<file path="src/rtl/lutcr_pkg.sv">
// Shared constants and helpers for the linked unit trigger and command relay
package lutcr_pkg;
	localparam int CLK_HZ        = 50_000_000;
	localparam int CLK_PERIOD_NS = 20;
	localparam int DEF_BAUD      = 9600;
	localparam int DATA_BITS     = 8;
	localparam int STOP_BITS     = 1;
	localparam int FRAME_BITS    = 1 + DATA_BITS + STOP_BITS;
	localparam int CNT_W         = 16;
	localparam int RPY_LEN       = 8;
	localparam int TRIG_PULSE_NS = 1000;
	localparam int TRIG_PULSE_CYC =
		(TRIG_PULSE_NS + CLK_PERIOD_NS - 1) / CLK_PERIOD_NS;

	localparam logic [7:0] GLOBAL_ADDR = 8'h00;
	localparam logic [7:0] CH_CR       = 8'h0D;
	localparam logic [7:0] CH_COMMA    = 8'h2C;
	localparam logic [7:0] CH_ZERO     = 8'h30;
	localparam logic [7:0] CMD_BEGIN   = 8'h62;
	localparam logic [7:0] CMD_STATUS  = 8'h71;
	localparam logic [7:0] CMD_INPUT   = 8'h73;
	localparam logic [7:0] CMD_IDENT   = 8'h7A;
	localparam logic [7:0] DESC_BEGIN  = 8'h01;
	localparam logic [7:0] DESC_STATUS = 8'h00;
	localparam logic [7:0] DESC_INPUT  = 8'h14;
	localparam logic [7:0] DESC_VER    = 8'h00;
	localparam logic [7:0] DESC_TYPE   = 8'h01;
	localparam logic [7:0] DESC_CRC    = 8'h02;

	function automatic logic [CNT_W-1:0] bit_cycles(input int baud);
		return CNT_W'(CLK_HZ / baud);
	endfunction

	function automatic logic is_digit(input logic [7:0] c);
		return (c >= 8'h30) && (c <= 8'h39);
	endfunction

	function automatic logic is_letter(input logic [7:0] c);
		return ((c >= 8'h61) && (c <= 8'h7A)) || ((c >= 8'h41) && (c <= 8'h5A));
	endfunction

	// Wraps above 255; addresses and descriptors are small
	function automatic logic [7:0] dec_step(input logic [7:0] acc,
		input logic [7:0] c);
		return 8'((16'(acc) * 16'h000A) + 16'(c - CH_ZERO));
	endfunction

	function automatic logic [7:0] hex_char(input logic [3:0] n);
		return (n < 4'hA) ? (8'h30 + {4'h0, n}) : (8'h37 + {4'h0, n});
	endfunction
endpackage

</file>
<file path="src/rtl/lutcr_link_if.sv">
// Host serial lines and PLC logic lines between host end and unit end
`timescale 1ns/1ps
`default_nettype none
interface lutcr_link_if;
	logic host_txd;
	logic unit_txd;
	logic plc_trigger;
	logic chain_ready;
	modport host (output host_txd, output plc_trigger,
		input unit_txd, input chain_ready);
	modport unit (input host_txd, input plc_trigger,
		output unit_txd, output chain_ready);
endinterface
`default_nettype wire

</file>
<file path="src/rtl/lutcr_unit.sv">
// Controller unit end: trigger chain, serial bridge and command parser
`timescale 1ns/1ps
`default_nettype none
module lutcr_unit #(
	parameter int          BAUD_RATE    = lutcr_pkg::DEF_BAUD,
	parameter logic [31:0] VERSION_TEXT = 32'h56312E30, // Arbitrary value
	parameter logic [31:0] TYPE_TEXT    = 32'h554E4954, // Arbitrary value
	parameter logic [15:0] FW_CHECKSUM  = 16'h5A3C      // Arbitrary value
) (
	input  wire logic       I_REF_CLK,
	input  wire logic       I_RESET,
	lutcr_link_if.unit      LINK,
	input  wire logic       I_GATE_ROLE,
	input  wire logic       I_BRIDGE_ROLE,
	input  wire logic       I_LAST_UNIT,
	input  wire logic [7:0] I_UNIT_ADDRESS,
	input  wire logic       I_OWN_READY,
	input  wire logic       I_CONTACT_IN_ONE,
	input  wire logic       I_CONTACT_IN_TWO,
	input  wire logic       I_RS485_RXD,
	output logic            O_LINK_OUT_ONE,
	output logic            O_LINK_OUT_TWO,
	output logic            O_RS485_TXD,
	output logic            O_RS485_DE,
	output logic            O_START
);
	import lutcr_pkg::*;

	localparam logic [CNT_W-1:0] BIT_CYC  = bit_cycles(BAUD_RATE);
	localparam logic [CNT_W-1:0] HALF_CYC = BIT_CYC >> 1;

	typedef enum logic [4:0] {
		P_ADDR  = 5'b00001,
		P_DESC  = 5'b00010,
		P_VALUE = 5'b00100,
		P_SKIP  = 5'b01000,
		P_REPLY = 5'b10000
	} lutcr_pst_e;

	logic                          ready_all;
	logic                          trig_in;
	logic                          fwd;
	logic                          start_nxt;
	logic                          fwd_r;
	logic                          ready_r;
	logic                          start_r;
	logic                          rx_line;
	logic                          rx_busy_r,  rx_busy_nxt;
	logic [CNT_W-1:0]              rx_cnt_r,   rx_cnt_nxt;
	logic [3:0]                    rx_bit_r,   rx_bit_nxt;
	logic [7:0]                    rx_sh_r,    rx_sh_nxt;
	logic                          rx_vld_r,   rx_vld_nxt;
	lutcr_pst_e                    pst_r,      pst_nxt;
	logic [7:0]                    addr_r,     addr_nxt;
	logic [7:0]                    cmd_r,      cmd_nxt;
	logic [7:0]                    desc_r,     desc_nxt;
	logic [RPY_LEN-1:0][7:0]       rpy_r,      rpy_nxt;
	logic [3:0]                    len_r,      len_nxt;
	logic [3:0]                    idx_r,      idx_nxt;
	logic                          begin_r,    begin_nxt;
	logic                          exec;
	logic                          own;
	logic                          glb;
	logic [31:0]                   txt;
	logic                          txt_ok;
	logic                          tx_load;
	logic [7:0]                    tx_data;
	logic                          tx_busy_r,  tx_busy_nxt;
	logic [CNT_W-1:0]              tx_cnt_r,   tx_cnt_nxt;
	logic [3:0]                    tx_bit_r,   tx_bit_nxt;
	logic [FRAME_BITS-1:0]         tx_sh_r,    tx_sh_nxt;
	logic                          own_line;
	logic                          rs_txd_r,   rs_txd_nxt;
	logic                          rs_de_r,    rs_de_nxt;
	logic                          h_txd_r,    h_txd_nxt;

	// Trigger and ready chain
	always_comb
	begin
		ready_all = I_OWN_READY & (I_LAST_UNIT | I_CONTACT_IN_TWO);
		trig_in   = I_CONTACT_IN_ONE | LINK.plc_trigger;
		fwd       = trig_in & (~I_GATE_ROLE | ready_all);
		start_nxt = (fwd & ~fwd_r & I_OWN_READY) | begin_r;
	end

	always_ff @(posedge I_REF_CLK)
		if (I_RESET)
		begin
			fwd_r   <= 1'b0;
			ready_r <= 1'b0;
			start_r <= 1'b0;
		end
		else
		begin
			fwd_r   <= fwd;
			ready_r <= ready_all;
			start_r <= start_nxt;
		end

	// Bridge listens on the host line, others on the multidrop line
	assign rx_line = I_BRIDGE_ROLE ? LINK.host_txd : I_RS485_RXD;

	// Receiver, centre sampled 8N1
	always_comb
	begin
		rx_busy_nxt = rx_busy_r;
		rx_cnt_nxt  = rx_cnt_r;
		rx_bit_nxt  = rx_bit_r;
		rx_sh_nxt   = rx_sh_r;
		rx_vld_nxt  = 1'b0;
		if (!rx_busy_r)
		begin
			if (!rx_line)
			begin
				rx_busy_nxt = 1'b1;
				rx_cnt_nxt  = HALF_CYC;
				rx_bit_nxt  = 4'h0;
			end
		end
		else if (rx_cnt_r != '0)
			rx_cnt_nxt = rx_cnt_r - 1'b1;
		else
		begin
			rx_cnt_nxt = BIT_CYC - 1'b1;
			rx_bit_nxt = rx_bit_r + 4'h1;
			if ((rx_bit_r == 4'h0) && rx_line)
				rx_busy_nxt = 1'b0;
			else if (rx_bit_r == 4'(FRAME_BITS - 1))
			begin
				rx_busy_nxt = 1'b0;
				rx_vld_nxt  = rx_line;
			end
			else if (rx_bit_r != 4'h0)
				rx_sh_nxt = {rx_line, rx_sh_r[7:1]};
		end
	end

	always_ff @(posedge I_REF_CLK)
		if (I_RESET)
		begin
			rx_busy_r <= 1'b0;
			rx_cnt_r  <= '0;
			rx_bit_r  <= 4'h0;
			rx_sh_r   <= 8'h00;
			rx_vld_r  <= 1'b0;
		end
		else
		begin
			rx_busy_r <= rx_busy_nxt;
			rx_cnt_r  <= rx_cnt_nxt;
			rx_bit_r  <= rx_bit_nxt;
			rx_sh_r   <= rx_sh_nxt;
			rx_vld_r  <= rx_vld_nxt;
		end

	// Command parser; bytes arriving while a reply goes out, except during its last byte, are dropped
	always_comb
	begin
		pst_nxt   = pst_r;
		addr_nxt  = addr_r;
		cmd_nxt   = cmd_r;
		desc_nxt  = desc_r;
		rpy_nxt   = rpy_r;
		len_nxt   = len_r;
		idx_nxt   = idx_r;
		begin_nxt = 1'b0;
		tx_load   = 1'b0;
		tx_data   = rpy_r[idx_r[2:0]];
		txt       = 32'h00000000;
		txt_ok    = 1'b0;
		exec      = 1'b0;
		own = (addr_r == I_UNIT_ADDRESS) && (addr_r != GLOBAL_ADDR);
		glb = (addr_r == GLOBAL_ADDR);
		unique case (pst_r)
			P_ADDR:
				if (rx_vld_r)
				begin
					if (is_digit(rx_sh_r))
						addr_nxt = dec_step(addr_r, rx_sh_r);
					else if (is_letter(rx_sh_r))
					begin
						cmd_nxt  = rx_sh_r;
						desc_nxt = 8'h00;
						pst_nxt  = P_DESC;
					end
					else if (rx_sh_r == CH_CR)
						addr_nxt = 8'h00;
					else
						pst_nxt = P_SKIP;
				end
			P_DESC, P_VALUE:
				if (rx_vld_r)
				begin
					if (rx_sh_r == CH_CR)
						exec = 1'b1;
					else if (is_letter(rx_sh_r))
						pst_nxt = P_SKIP;
					else if (rx_sh_r == CH_COMMA)
						pst_nxt = P_VALUE;
					else if (is_digit(rx_sh_r) && (pst_r == P_DESC))
						desc_nxt = dec_step(desc_r, rx_sh_r);
					else if (pst_r == P_DESC)
						pst_nxt = P_SKIP;
				end
			P_SKIP:
				if (rx_vld_r && (rx_sh_r == CH_CR))
				begin
					pst_nxt  = P_ADDR;
					addr_nxt = 8'h00;
				end
			P_REPLY:
				if (!tx_busy_r)
				begin
					tx_load = 1'b1;
					idx_nxt = idx_r + 4'h1;
					if (idx_nxt == len_r)
						pst_nxt = P_ADDR;
				end
		endcase
		if (exec)
		begin
			pst_nxt  = P_ADDR;
			addr_nxt = 8'h00;
			idx_nxt  = 4'h0;
			// Neither match: nothing happens and nothing is sent
			if ((own || glb) && (cmd_r == CMD_BEGIN) && (desc_r == DESC_BEGIN))
				begin_nxt = 1'b1;
			if (own)
			begin
				rpy_nxt[0] = cmd_r;
				rpy_nxt[1] = CH_COMMA;
				rpy_nxt[3] = CH_CR;
				len_nxt    = 4'h4;
				if ((cmd_r == CMD_STATUS) && (desc_r == DESC_STATUS))
				begin
					rpy_nxt[2] = CH_ZERO | {7'h00, I_OWN_READY};
					pst_nxt    = P_REPLY;
				end
				else if ((cmd_r == CMD_INPUT) && (desc_r == DESC_INPUT))
				begin
					rpy_nxt[2] = CH_ZERO | {7'h00, ready_all};
					pst_nxt    = P_REPLY;
				end
				else if (cmd_r == CMD_IDENT)
				begin
					txt_ok = 1'b1;
					if (desc_r == DESC_VER)
						txt = VERSION_TEXT;
					else if (desc_r == DESC_TYPE)
						txt = TYPE_TEXT;
					else if (desc_r == DESC_CRC)
						txt = {hex_char(FW_CHECKSUM[15:12]),
							hex_char(FW_CHECKSUM[11:8]),
							hex_char(FW_CHECKSUM[7:4]),
							hex_char(FW_CHECKSUM[3:0])};
					else
						txt_ok = 1'b0;
				end
				if (txt_ok)
				begin
					rpy_nxt[2] = txt[31:24];
					rpy_nxt[3] = txt[23:16];
					rpy_nxt[4] = txt[15:8];
					rpy_nxt[5] = txt[7:0];
					rpy_nxt[6] = CH_CR;
					len_nxt    = 4'h7;
					pst_nxt    = P_REPLY;
				end
			end
		end
	end

	always_ff @(posedge I_REF_CLK)
		if (I_RESET)
		begin
			pst_r   <= P_ADDR;
			addr_r  <= 8'h00;
			cmd_r   <= 8'h00;
			desc_r  <= 8'h00;
			rpy_r   <= '0;
			len_r   <= 4'h0;
			idx_r   <= 4'h0;
			begin_r <= 1'b0;
		end
		else
		begin
			pst_r   <= pst_nxt;
			addr_r  <= addr_nxt;
			cmd_r   <= cmd_nxt;
			desc_r  <= desc_nxt;
			rpy_r   <= rpy_nxt;
			len_r   <= len_nxt;
			idx_r   <= idx_nxt;
			begin_r <= begin_nxt;
		end

	// Reply transmitter and line routing
	always_comb
	begin
		tx_busy_nxt = tx_busy_r;
		tx_cnt_nxt  = tx_cnt_r;
		tx_bit_nxt  = tx_bit_r;
		tx_sh_nxt   = tx_sh_r;
		if (tx_load)
		begin
			tx_busy_nxt = 1'b1;
			tx_cnt_nxt  = BIT_CYC - 1'b1;
			tx_bit_nxt  = 4'h0;
			tx_sh_nxt   = {1'b1, tx_data, 1'b0};
		end
		else if (tx_busy_r)
		begin
			if (tx_cnt_r != '0)
				tx_cnt_nxt = tx_cnt_r - 1'b1;
			else
			begin
				tx_cnt_nxt = BIT_CYC - 1'b1;
				tx_sh_nxt  = {1'b1, tx_sh_r[FRAME_BITS-1:1]};
				tx_bit_nxt = tx_bit_r + 4'h1;
				if (tx_bit_r == 4'(FRAME_BITS - 1))
					tx_busy_nxt = 1'b0;
			end
		end
		own_line = tx_busy_nxt ? tx_sh_nxt[0] : 1'b1;
		// Bit-level relay: no buffering, no added latency beyond one flop
		if (I_BRIDGE_ROLE)
		begin
			rs_txd_nxt = LINK.host_txd;
			rs_de_nxt  = 1'b1;
			h_txd_nxt  = own_line & I_RS485_RXD;
		end
		else
		begin
			rs_txd_nxt = own_line;
			rs_de_nxt  = tx_busy_nxt;
			h_txd_nxt  = 1'b1;
		end
	end

	always_ff @(posedge I_REF_CLK)
		if (I_RESET)
		begin
			tx_busy_r <= 1'b0;
			tx_cnt_r  <= '0;
			tx_bit_r  <= 4'h0;
			tx_sh_r   <= '1;
			rs_txd_r  <= 1'b1;
			rs_de_r   <= 1'b0;
			h_txd_r   <= 1'b1;
		end
		else
		begin
			tx_busy_r <= tx_busy_nxt;
			tx_cnt_r  <= tx_cnt_nxt;
			tx_bit_r  <= tx_bit_nxt;
			tx_sh_r   <= tx_sh_nxt;
			rs_txd_r  <= rs_txd_nxt;
			rs_de_r   <= rs_de_nxt;
			h_txd_r   <= h_txd_nxt;
		end

	assign O_LINK_OUT_ONE   = fwd_r;
	assign O_LINK_OUT_TWO   = ready_r;
	assign O_START          = start_r;
	assign O_RS485_TXD      = rs_txd_r;
	assign O_RS485_DE       = rs_de_r;
	assign LINK.chain_ready = ready_r;
	assign LINK.unit_txd    = h_txd_r;
endmodule // lutcr_unit
`default_nettype wire

</file>
<file path="src/flat_wrapper.sv">
// flat-port wrapper written by rule: the top's interface ports become plain ports
module lutcr_unit_flat import lutcr_pkg::*;
#(
	parameter int          BAUD_RATE    = lutcr_pkg::DEF_BAUD,
	parameter logic [31:0] VERSION_TEXT = 32'h56312E30,                   
	parameter logic [31:0] TYPE_TEXT    = 32'h554E4954,                   
	parameter logic [15:0] FW_CHECKSUM  = 16'h5A3C                        
)
  (I_REF_CLK, I_RESET, I_GATE_ROLE, I_BRIDGE_ROLE, I_LAST_UNIT, I_UNIT_ADDRESS, I_OWN_READY, I_CONTACT_IN_ONE, I_CONTACT_IN_TWO, I_RS485_RXD, O_LINK_OUT_ONE, O_LINK_OUT_TWO, O_RS485_TXD, O_RS485_DE, O_START, LINK_host_txd, LINK_plc_trigger, LINK_unit_txd, LINK_chain_ready);
  lutcr_link_if LINK_i ();
  input  wire logic I_REF_CLK;
  input  wire logic I_RESET;
  input  wire logic I_GATE_ROLE;
  input  wire logic I_BRIDGE_ROLE;
  input  wire logic I_LAST_UNIT;
  input  wire logic [7:0] I_UNIT_ADDRESS;
  input  wire logic I_OWN_READY;
  input  wire logic I_CONTACT_IN_ONE;
  input  wire logic I_CONTACT_IN_TWO;
  input  wire logic I_RS485_RXD;
  output logic O_LINK_OUT_ONE;
  output logic O_LINK_OUT_TWO;
  output logic O_RS485_TXD;
  output logic O_RS485_DE;
  output logic O_START;
  input wire logic [$bits(LINK_i.host_txd)-1:0] LINK_host_txd;
  input wire logic [$bits(LINK_i.plc_trigger)-1:0] LINK_plc_trigger;
  output wire logic [$bits(LINK_i.unit_txd)-1:0] LINK_unit_txd;
  output wire logic [$bits(LINK_i.chain_ready)-1:0] LINK_chain_ready;
  assign LINK_i.host_txd = LINK_host_txd;
  assign LINK_i.plc_trigger = LINK_plc_trigger;
  assign LINK_unit_txd = LINK_i.unit_txd;
  assign LINK_chain_ready = LINK_i.chain_ready;
  lutcr_unit #(.BAUD_RATE(BAUD_RATE), .VERSION_TEXT(VERSION_TEXT), .TYPE_TEXT(TYPE_TEXT), .FW_CHECKSUM(FW_CHECKSUM)) u_core (.I_REF_CLK(I_REF_CLK), .I_RESET(I_RESET), .LINK(LINK_i), .I_GATE_ROLE(I_GATE_ROLE), .I_BRIDGE_ROLE(I_BRIDGE_ROLE), .I_LAST_UNIT(I_LAST_UNIT), .I_UNIT_ADDRESS(I_UNIT_ADDRESS), .I_OWN_READY(I_OWN_READY), .I_CONTACT_IN_ONE(I_CONTACT_IN_ONE), .I_CONTACT_IN_TWO(I_CONTACT_IN_TWO), .I_RS485_RXD(I_RS485_RXD), .O_LINK_OUT_ONE(O_LINK_OUT_ONE), .O_LINK_OUT_TWO(O_LINK_OUT_TWO), .O_RS485_TXD(O_RS485_TXD), .O_RS485_DE(O_RS485_DE), .O_START(O_START));
endmodule
</file>
<file path="config.mk">
export PLATFORM = sky130hd
export DESIGN_NAME = lutcr_unit_flat
export DESIGN_NICKNAME = d
export VERILOG_FILES = /design/src/rtl/lutcr_pkg.sv /design/src/rtl/lutcr_link_if.sv /design/src/rtl/lutcr_unit.sv /design/src/flat_wrapper.sv
export SDC_FILE = /design/constraint.sdc
export NUM_CORES = 1
export LEC_CHECK = 0
export BUFFER_PORTS_ARGS = -buffer_cell sky130_fd_sc_hd__buf_4
export CORE_ASPECT_RATIO = 1.2
export CORE_MARGIN = 2
export CORE_UTILIZATION = 30
export CTS_CLUSTER_SIZE = 24
export DETAILED_ROUTE_END_ITERATION = 7
export HOLD_SLACK_MARGIN = 0.12
export PLACE_DENSITY = 0.43
export REMOVE_ABC_BUFFERS = 1
export SETUP_SLACK_MARGIN = 0.2
export SLEW_MARGIN = 20
export SYNTH_ARGS = -nofsm -noshare
export SYNTH_HDL_FRONTEND = slang
export SYNTH_SLANG_ARGS = --single-unit
</file>
<file path="constraint.sdc">
create_clock -name I_REF_CLK -period 2.8 [get_ports I_REF_CLK]
set_input_delay 0.28 -clock I_REF_CLK [delete_from_list [all_inputs] [get_ports I_REF_CLK]]
set_output_delay 0.28 -clock I_REF_CLK [all_outputs]
set_load 0.05 [all_outputs]
</file>
==> flow_metrics.env, run 1 <==
export IMPL_root_buffer="clkbuf_16"
export IMPL_ys_ff_latch=128
export IMPL_startpoint_type="flop"
export IMPL_synth_simple_area_share=0.231
export IMPL_synth_mux_area_frac=0.0743
export IMPL_whs_ns=0.175
export IMPL_antenna_left=0
export IMPL_gp_congestion=0.738
export IMPL_crit_path_top_delay_cell="fa_1"
export IMPL_p_int_w=0.00361
export IMPL_layout_drive_gt1_share=0.142
export IMPL_drv_cap=0
export IMPL_die_width_um=146
export IMPL_peakVddDrop_mv=0.470
export IMPL_drt_total_wl_um=19100
export IMPL_min_to="u_core.LINK.chain_ready$_SDFF_PP0_"
export IMPL_slew_violations=0
export IMPL_area_growth_pct=19.2
export IMPL_core_area_um2=23800
export IMPL_yosysSeqAreaShare=0.355
export IMPL_whs_path_depth=3
export IMPL_worstMarginPinSlew_ns=1.03
export IMPL_pwr_density_cell_nw_per_um2=563
export IMPL_synthDistinctLibCells=75
export IMPL_grt_overflow=0
export IMPL_place_ws_ns=0.281
export IMPL_setup_ws_ns=0.329
export IMPL_period_minus_slack_ns=2.47
export IMPL_grt_setup_unrepaired="yes"
export IMPL_post_drt_via_cell_ratio=4.88
export IMPL_portBuffers=25
export IMPL_r2r_end="u_core.desc_r[7]$_SDFFE_PP0P_"
export IMPL_clk_path_buf_depth=2
export IMPL_power_switching_w=0.00124
export IMPL_status="finished clean"
export IMPL_htree_num_levels=4
export IMPL_final_area_um2=8620
export IMPL_dieHeight_um=174
export IMPL_num_rows=62
export IMPL_maxSlewHeadroom=0.293
export IMPL_numCtsBuffers=17
export IMPL_yosys_warnings=0
export IMPL_cts_tree="yes"
export IMPL_diodes=0
export IMPL_fin_skew_ns=0.0149
export IMPL_drtIter0Drc=183
export IMPL_grt_max_degree=37
export IMPL_dpl_hpwl_um=14000
export IMPL_max_freq_ghz=0.405
export IMPL_hold_viol_final=0
export IMPL_synthTopCellsByCount="dfxtp_1 (128), nor2_1 (119), a21oi_1 (65), nand2_1 (62), mux2i_1 (48)"
export IMPL_path_buf_inv=0
export IMPL_dieArea_um2=25400
export IMPL_synth_top_area_cell="dfxtp_1"
export IMPL_end_kind="flop"
export IMPL_synth_area_per_cell_um2=8.43
export IMPL_crit_path_frequent_cell="ha_1"
export IMPL_synth_area_leaders="dfxtp_1 (35%), ha_1 (7.1%), mux2i_1 (6.6%), nor2_1 (6.2%), a21oi_1 (4.5%)"
export IMPL_wl_per_cell_um=15.5
export IMPL_first_pass_iters=4
export IMPL_critical_path_class="reg -> reg"
export IMPL_synth_top_family_by_area="simple AND/OR/NAND/NOR gates"
export IMPL_clkSinkCount=128
export IMPL_post_cts_buffers=0
export IMPL_cp_max_fo=4
export IMPL_synthArstFlopShare=0
export IMPL_antenna_found_initial=0
export IMPL_min_from="I_LAST_UNIT"
export IMPL_start_util=0.303
export IMPL_switching_share=0.256
export IMPL_synth_compound_area_frac=0.156
export IMPL_track_usage=0.155
export IMPL_yosysMostFrequentCell="dfxtp_1"
export IMPL_cp_data_required_time_ns=3.10
export IMPL_r2r_start="u_core.desc_r[3]$_SDFFE_PP0P_"
export IMPL_cp_slowest_stage_delay_ns=0.44
export IMPL_cp_cell_sequence="ha_1 > ha_1 > fa_1 > ha_1 > o21a_1 > o31ai_1 > a21oi_1 > xnor2_1 > nor2_1 > mux2i_1 > nor2_1"
export IMPL_fin_nets=960
export IMPL_syn_area_um2=7230
export IMPL_path_delay_family="adder cells"
export IMPL_drc_errors=0
export IMPL_power_leakage_nw=3.41
export IMPL_vias=6001
export IMPL_comb_power_share=0.104
export IMPL_period_share=0.882
export IMPL_setup_viol=0
export IMPL_synth_xor_area_frac=0.0589
export IMPL_grt_pass1_vias=5950
export IMPL_insertion_delay_ns=0.43
export IMPL_finalSetupTns_ns=0
export IMPL_synth_edf_count=0
export IMPL_synth_fa_ha_area_frac=0.0821
export IMPL_synth_top_area_share=0.355
export IMPL_place_area_um2=7890
export IMPL_reg2reg_setup_slack_ns=0.33
export IMPL_rr_worst_depth=11
export IMPL_synth_main_ff_cell="dfxtp_1"
export IMPL_critPathArrivalTime_ns=2.77
export IMPL_pin_count=26
export IMPL_p_clk_frac=0.503
export IMPL_hold_class="in -> reg"
export IMPL_clkTransAtPathRegs_ns=0.06
export IMPL_grt_pass1_wl_um=31700
export IMPL_pwr_share_seq=0.393
export IMPL_syn_inst=857
[power by group through the flow]
| stage | Combinational, W | Clock [W] | Sequential [W] |
|---|---|---|---|
| floorplan | 0.000291 | 0 | 0.00196 |
| detailed placement | 0.000499 | 0 | 0.00195 |
| global route | 0.000556 | 0.00260 | 0.00191 |
| global placement | 0.000505 | 0 | 0.00195 |
| CTS | 0.000508 | 0.00250 | 0.00191 |
| finish | 0.000503 | 0.00244 | 0.00191 |
[flip-flops by register name (all words and copies together) (netlist names), 4 cells and up]
signal and count:
u_core.desc_r 8, u_core.tx_cnt_r 16, u_core.rpy_r 27, u_core.tx_bit_r 4, u_core.idx_r 4, u_core.rx_sh_r 8, u_core.pst_r 5, u_core.rx_cnt_r 16
u_core.rx_bit_r 4, u_core.addr_r 8, u_core.cmd_r 8, u_core.tx_sh_r 9
[per-stage QoR]
step                total power [W]  utilization  cells
floorplan                   0.00225            -    808
global placement            0.00245        0.331   1192
detailed placement          0.00244        0.331   1192
CTS                         0.00491        0.360   1229
global route                0.00506        0.362   1229
finish                      0.00485        0.362   1229
[final cells by class]
| class | instances | area [µm²] |
|---|---|---|
| multi-input cells | 655 | 4380 |
| inverters | 25 | 93.8 |
| repair buffers | 69 | 531 |
| well taps | 320 | 400 |
| fillers | 2506 | 15200 |
| clock inverters | 13 | 199 |
| flip-flops and latches | 128 | 2570 |
| clock buffers | 19 | 443 |
[worst reg2reg max path: cells and delay by family, from the launching register on]
kind	cells	cell delay (ns)
fa+ha+maj	4	1.29
simple gates	2	0.11
mux	1	0.13
xor+xnor	1	0.19
flops	1	0.33
compound gates	3	0.32
[per-layer routing]
layer  routed length (µm)  global-route usage  vias up
met1                 9030               0.202     2811
li1                     -                   -     3105
met4                  322              0.0515        0
met3                  495              0.0257       18
met2                 9250               0.262       67
met5                    0                   0        -
[placed cells by master (no fill, tap or decap), drive strengths merged, types with 4 or more instances in the layout]
cell         Yosys  layout
o31ai            6       6
a21oi           65      65
o21a             4       4
a211o            5       5
xnor2           23      23
a211oi          11      11
fa               4       4
nand3b           9       9
o21bai           6       6
a31oi            7       7
o21ai           43      43
nand2b          16      16
clkbuf          32      19
mux2i           48      48
nor2           121     121
nor4b            4       4
xor2            23      23
or3             10      10
dlygate4sd3      0       5
nor4            11      11
buf             17      64
ha              41      41
a311oi           6       6
nand3           28      28
bufinv           0       4
nor2b            8       8
and3             7       7
nand2           63      63
inv             25      31
nand4b           4       4
or4              4       4
nor3            25      25
dfxtp          128     128
a21o             7       7
[how the worst max path moves through the flow]
stage	from	to	slack (ns)	cells past startpoint
3_5_place_dp	u_core.rx_sh_r[4]$_SDFFE_PP0P_	u_core.addr_r[5]$_SDFFE_PP0P_	0.28	10
6_report	u_core.desc_r[3]$_SDFFE_PP0P_	u_core.desc_r[7]$_SDFFE_PP0P_	0.33	11
2_1_floorplan	u_core.rx_sh_r[4]$_SDFFE_PP0P_	u_core.cmd_r[2]$_SDFFE_PP0P_	0.10	8
3_3_place_gp	u_core.rx_sh_r[4]$_SDFFE_PP0P_	u_core.addr_r[5]$_SDFFE_PP0P_	0.30	10
5_1_grt	u_core.rx_sh_r[4]$_SDFFE_PP0P_	u_core.addr_r[5]$_SDFFE_PP0P_	0.16	10
4_1_cts	u_core.rx_sh_r[4]$_SDFFE_PP0P_	u_core.addr_r[5]$_SDFFE_PP0P_	0.28	10
[timing repair]
item                                    4_1_cts  5_1_grt
endpoints found under the setup margin        0       19
endpoints found under the hold margin         5        0
hold buffers                                  5        0
resized for setup                             0       11
[logic make-up (layout without fill, tap and decap cells)]
kind of cell / count (synthesis) / in the layout
AOI/OAI and AO/OA: 181 / 181
xor gates and xnor gates: 47 / 47
adders and majority gates: 45 / 45
buffers and inverters: 74 / 126
DFF: 128 / 128
muxes: 52 / 52
and+or+nand+nor: 330 / 330
(Power assumes the default switching activity.)
==> inputs of run 2 (changes only) <==
- clock period: 2.8 -> 3.1 ns (I/O delays scaled with it)
==> flow_metrics.env, run 2 (same netlist as run 1, synthesis figures left out) <==
export IMPL_die_width_um=146
export IMPL_stdcell_count=1212
export IMPL_numCtsBuffers=17
export IMPL_place_area_um2=7800
export IMPL_start_util=0.303
export IMPL_first_pass_iters=4
export IMPL_dieHeight_um=174
export IMPL_cts_tree="yes"
export IMPL_r2r_end="u_core.addr_r[0]$_SDFFE_PP0P_"
export IMPL_grt_max_degree=66
export IMPL_clkSinkCount=128
export IMPL_worstMarginPinSlew_ns=0.737
export IMPL_final_area_um2=8390
export IMPL_cts_resized=0
export IMPL_slew_violations=0
export IMPL_drv_cap=0
export IMPL_largest_reg_flops=27
export IMPL_crit_path_top_delay_cell="dfxtp_1"
export IMPL_drt_total_wl_um=19000
export IMPL_cp_max_fo=12
export IMPL_post_drt_via_cell_ratio=4.88
export IMPL_num_rows=62
export IMPL_place_ws_ns=0.538
export IMPL_cp_data_required_time_ns=3.46
export IMPL_core_area_um2=23800
export IMPL_layout_commonest_cell="dfxtp_1"
export IMPL_pwr_density_cell_nw_per_um2=488
export IMPL_dieArea_um2=25400
export IMPL_whs_path_depth=3
export IMPL_portBuffers=25
export IMPL_end_kind="flop"
export IMPL_min_from="I_RS485_RXD"
export IMPL_rr_worst_depth=9
export IMPL_period_minus_slack_ns=2.62
export IMPL_cp_slowest_stage_delay_ns=0.48
export IMPL_cp_cell_sequence="inv_1 > ha_1 > inv_1 > o21ai_0 > a221oi_2 > o21ba_2 > o221a_2 > mux2_2 > nor2_1"
export IMPL_clk_path_buf_depth=2
export IMPL_dp_cells=1178
export IMPL_fin_skew_ns=0.0119
export IMPL_dpl_hpwl_um=14000
export IMPL_root_buffer="clkbuf_16"
export IMPL_pin_count=26
export IMPL_drc_errors=0
export IMPL_insertion_delay_ns=0.42
export IMPL_startpoint_type="flop"
export IMPL_finalSetupTns_ns=0
export IMPL_hold_viol_final=0
export IMPL_top_regs="u_core.rpy_r: 27 flops, u_core.rx_cnt_r: 16 flops, u_core.tx_cnt_r: 16 flops"
export IMPL_reg2reg_setup_slack_ns=0.48
export IMPL_min_to="u_core.LINK.unit_txd$_SDFF_PP1_"
export IMPL_crit_path_frequent_cell="inv_1"
export IMPL_diodes=0
export IMPL_setup_viol=0
export IMPL_track_usage=0.153
export IMPL_area_growth_pct=16.0
export IMPL_largest_register="u_core.rpy_r"
export IMPL_grt_pass1_vias=5688
export IMPL_drtIter0Drc=262
export IMPL_fin_nets=943
export IMPL_r2r_start="u_core.rx_sh_r[4]$_SDFFE_PP0P_"
export IMPL_htree_num_levels=4
export IMPL_mostFrequentLayoutCells="dfxtp_1 (128), nor2_1 (119), a21oi_1 (65), nand2_1 (62), buf_4 (49)"
export IMPL_path_delay_family="compound AO/OA/AOI/OAI gates"
export IMPL_peakVddDrop_mv=0.312
export IMPL_antenna_found_initial=0
export IMPL_power_leakage_nw=3.28
export IMPL_gp_congestion=0.719
export IMPL_critPathArrivalTime_ns=2.98
export IMPL_status="finished clean"
export IMPL_maxSlewHeadroom=0.507
export IMPL_antenna_left=0
export IMPL_wl_per_cell_um=15.7
export IMPL_path_buf_inv=2
export IMPL_whs_ns=0.138
export IMPL_grt_overflow=0
export IMPL_grt_setup_unrepaired="no"
export IMPL_max_freq_ghz=0.382
export IMPL_critical_path_class="reg -> reg"
export IMPL_grt_pass1_wl_um=31000
export IMPL_period_share=0.845
export IMPL_vias=5917
export IMPL_clkTransAtPathRegs_ns=0.06
export IMPL_layout_drive_gt1_share=0.119
export IMPL_hold_class="in -> reg"
export IMPL_setup_ws_ns=0.480
[run 2: changes by cell type in the layout (fill, tap and decap cells not counted), sizes merged]
cell,change
clkbuf,+1
bufinv,-3
clkinv,+4
buf,-14
clkinvlp,+3
inv,-5
dlygate4sd3,-3
[run 2: per-stage QoR]
step | util | total power (W)
6_report | 0.352 | 0.00409
5_1_grt | 0.352 | 0.00428
4_1_cts | 0.352 | 0.00415
3_5_place_dp | 0.327 | 0.00220
3_3_place_gp | 0.327 | 0.00221
2_1_floorplan | - | 0.00203
[run 2: power breakdown]
group | internal (W) | leakage (nW) | switching, W | total [W]
registers | 0.00168 | 1.04 | 0.0000452 | 0.00173
clock network | 0.00115 | 0.272 | 0.000775 | 0.00192
logic | 0.000179 | 1.97 | 0.000263 | 0.000442
[run 2: how the worst max path moves through the flow]
stage | startpoint | depth (start not counted) | endpoint | slack, ns
global route | u_core.rx_sh_r[4]$_SDFFE_PP0P_ | 9 | u_core.addr_r[0]$_SDFFE_PP0P_ | 0.29
global placement | u_core.rx_sh_r[4]$_SDFFE_PP0P_ | 8 | u_core.addr_r[0]$_SDFFE_PP0P_ | 0.57
finish | u_core.rx_sh_r[4]$_SDFFE_PP0P_ | 9 | u_core.addr_r[0]$_SDFFE_PP0P_ | 0.48
detailed placement | u_core.rx_sh_r[4]$_SDFFE_PP0P_ | 9 | u_core.addr_r[0]$_SDFFE_PP0P_ | 0.54
CTS | u_core.rx_sh_r[4]$_SDFFE_PP0P_ | 9 | u_core.addr_r[0]$_SDFFE_PP0P_ | 0.52
floorplan | u_core.rx_sh_r[4]$_SDFFE_PP0P_ | 8 | u_core.cmd_r[2]$_SDFFE_PP0P_ | 0.40
[run 2: per-layer routing]
layer | share of wire | track usage | wire [µm] | vias up
met1 | 0.49 | 0.200 | 9230 | 2765
met3 | 0.022 | 0.0247 | 416 | 16
met4 | 0.013 | 0.0486 | 249 | 0
met5 | 0 | 0 | 0 | -
met2 | 0.48 | 0.257 | 9130 | 67
li1 | - | - | - | 3069
[run 2: cell type report]
class | instances | area, µm²
clock buffers | 20 | 457
well taps | 320 | 400
inverters | 25 | 93.8
flip-flops and latches | 128 | 2560
repair buffers | 52 | 408
clock inverters | 12 | 111
fillers | 2517 | 15400
multi-input cells | 655 | 4350
[run 2: worst min-delay path, stage by stage]
cell      delay (ns)
buf_4           0.09
o31ai_1         0.06
nand3b_1        0.07
[run 2: repair_timing]
| item | in CTS | in global routing |
|---|---|---|
| hold buffers | 2 | 0 |
| setup buffers | 0 | 0 |
| hold endpoints to repair | 2 | 0 |
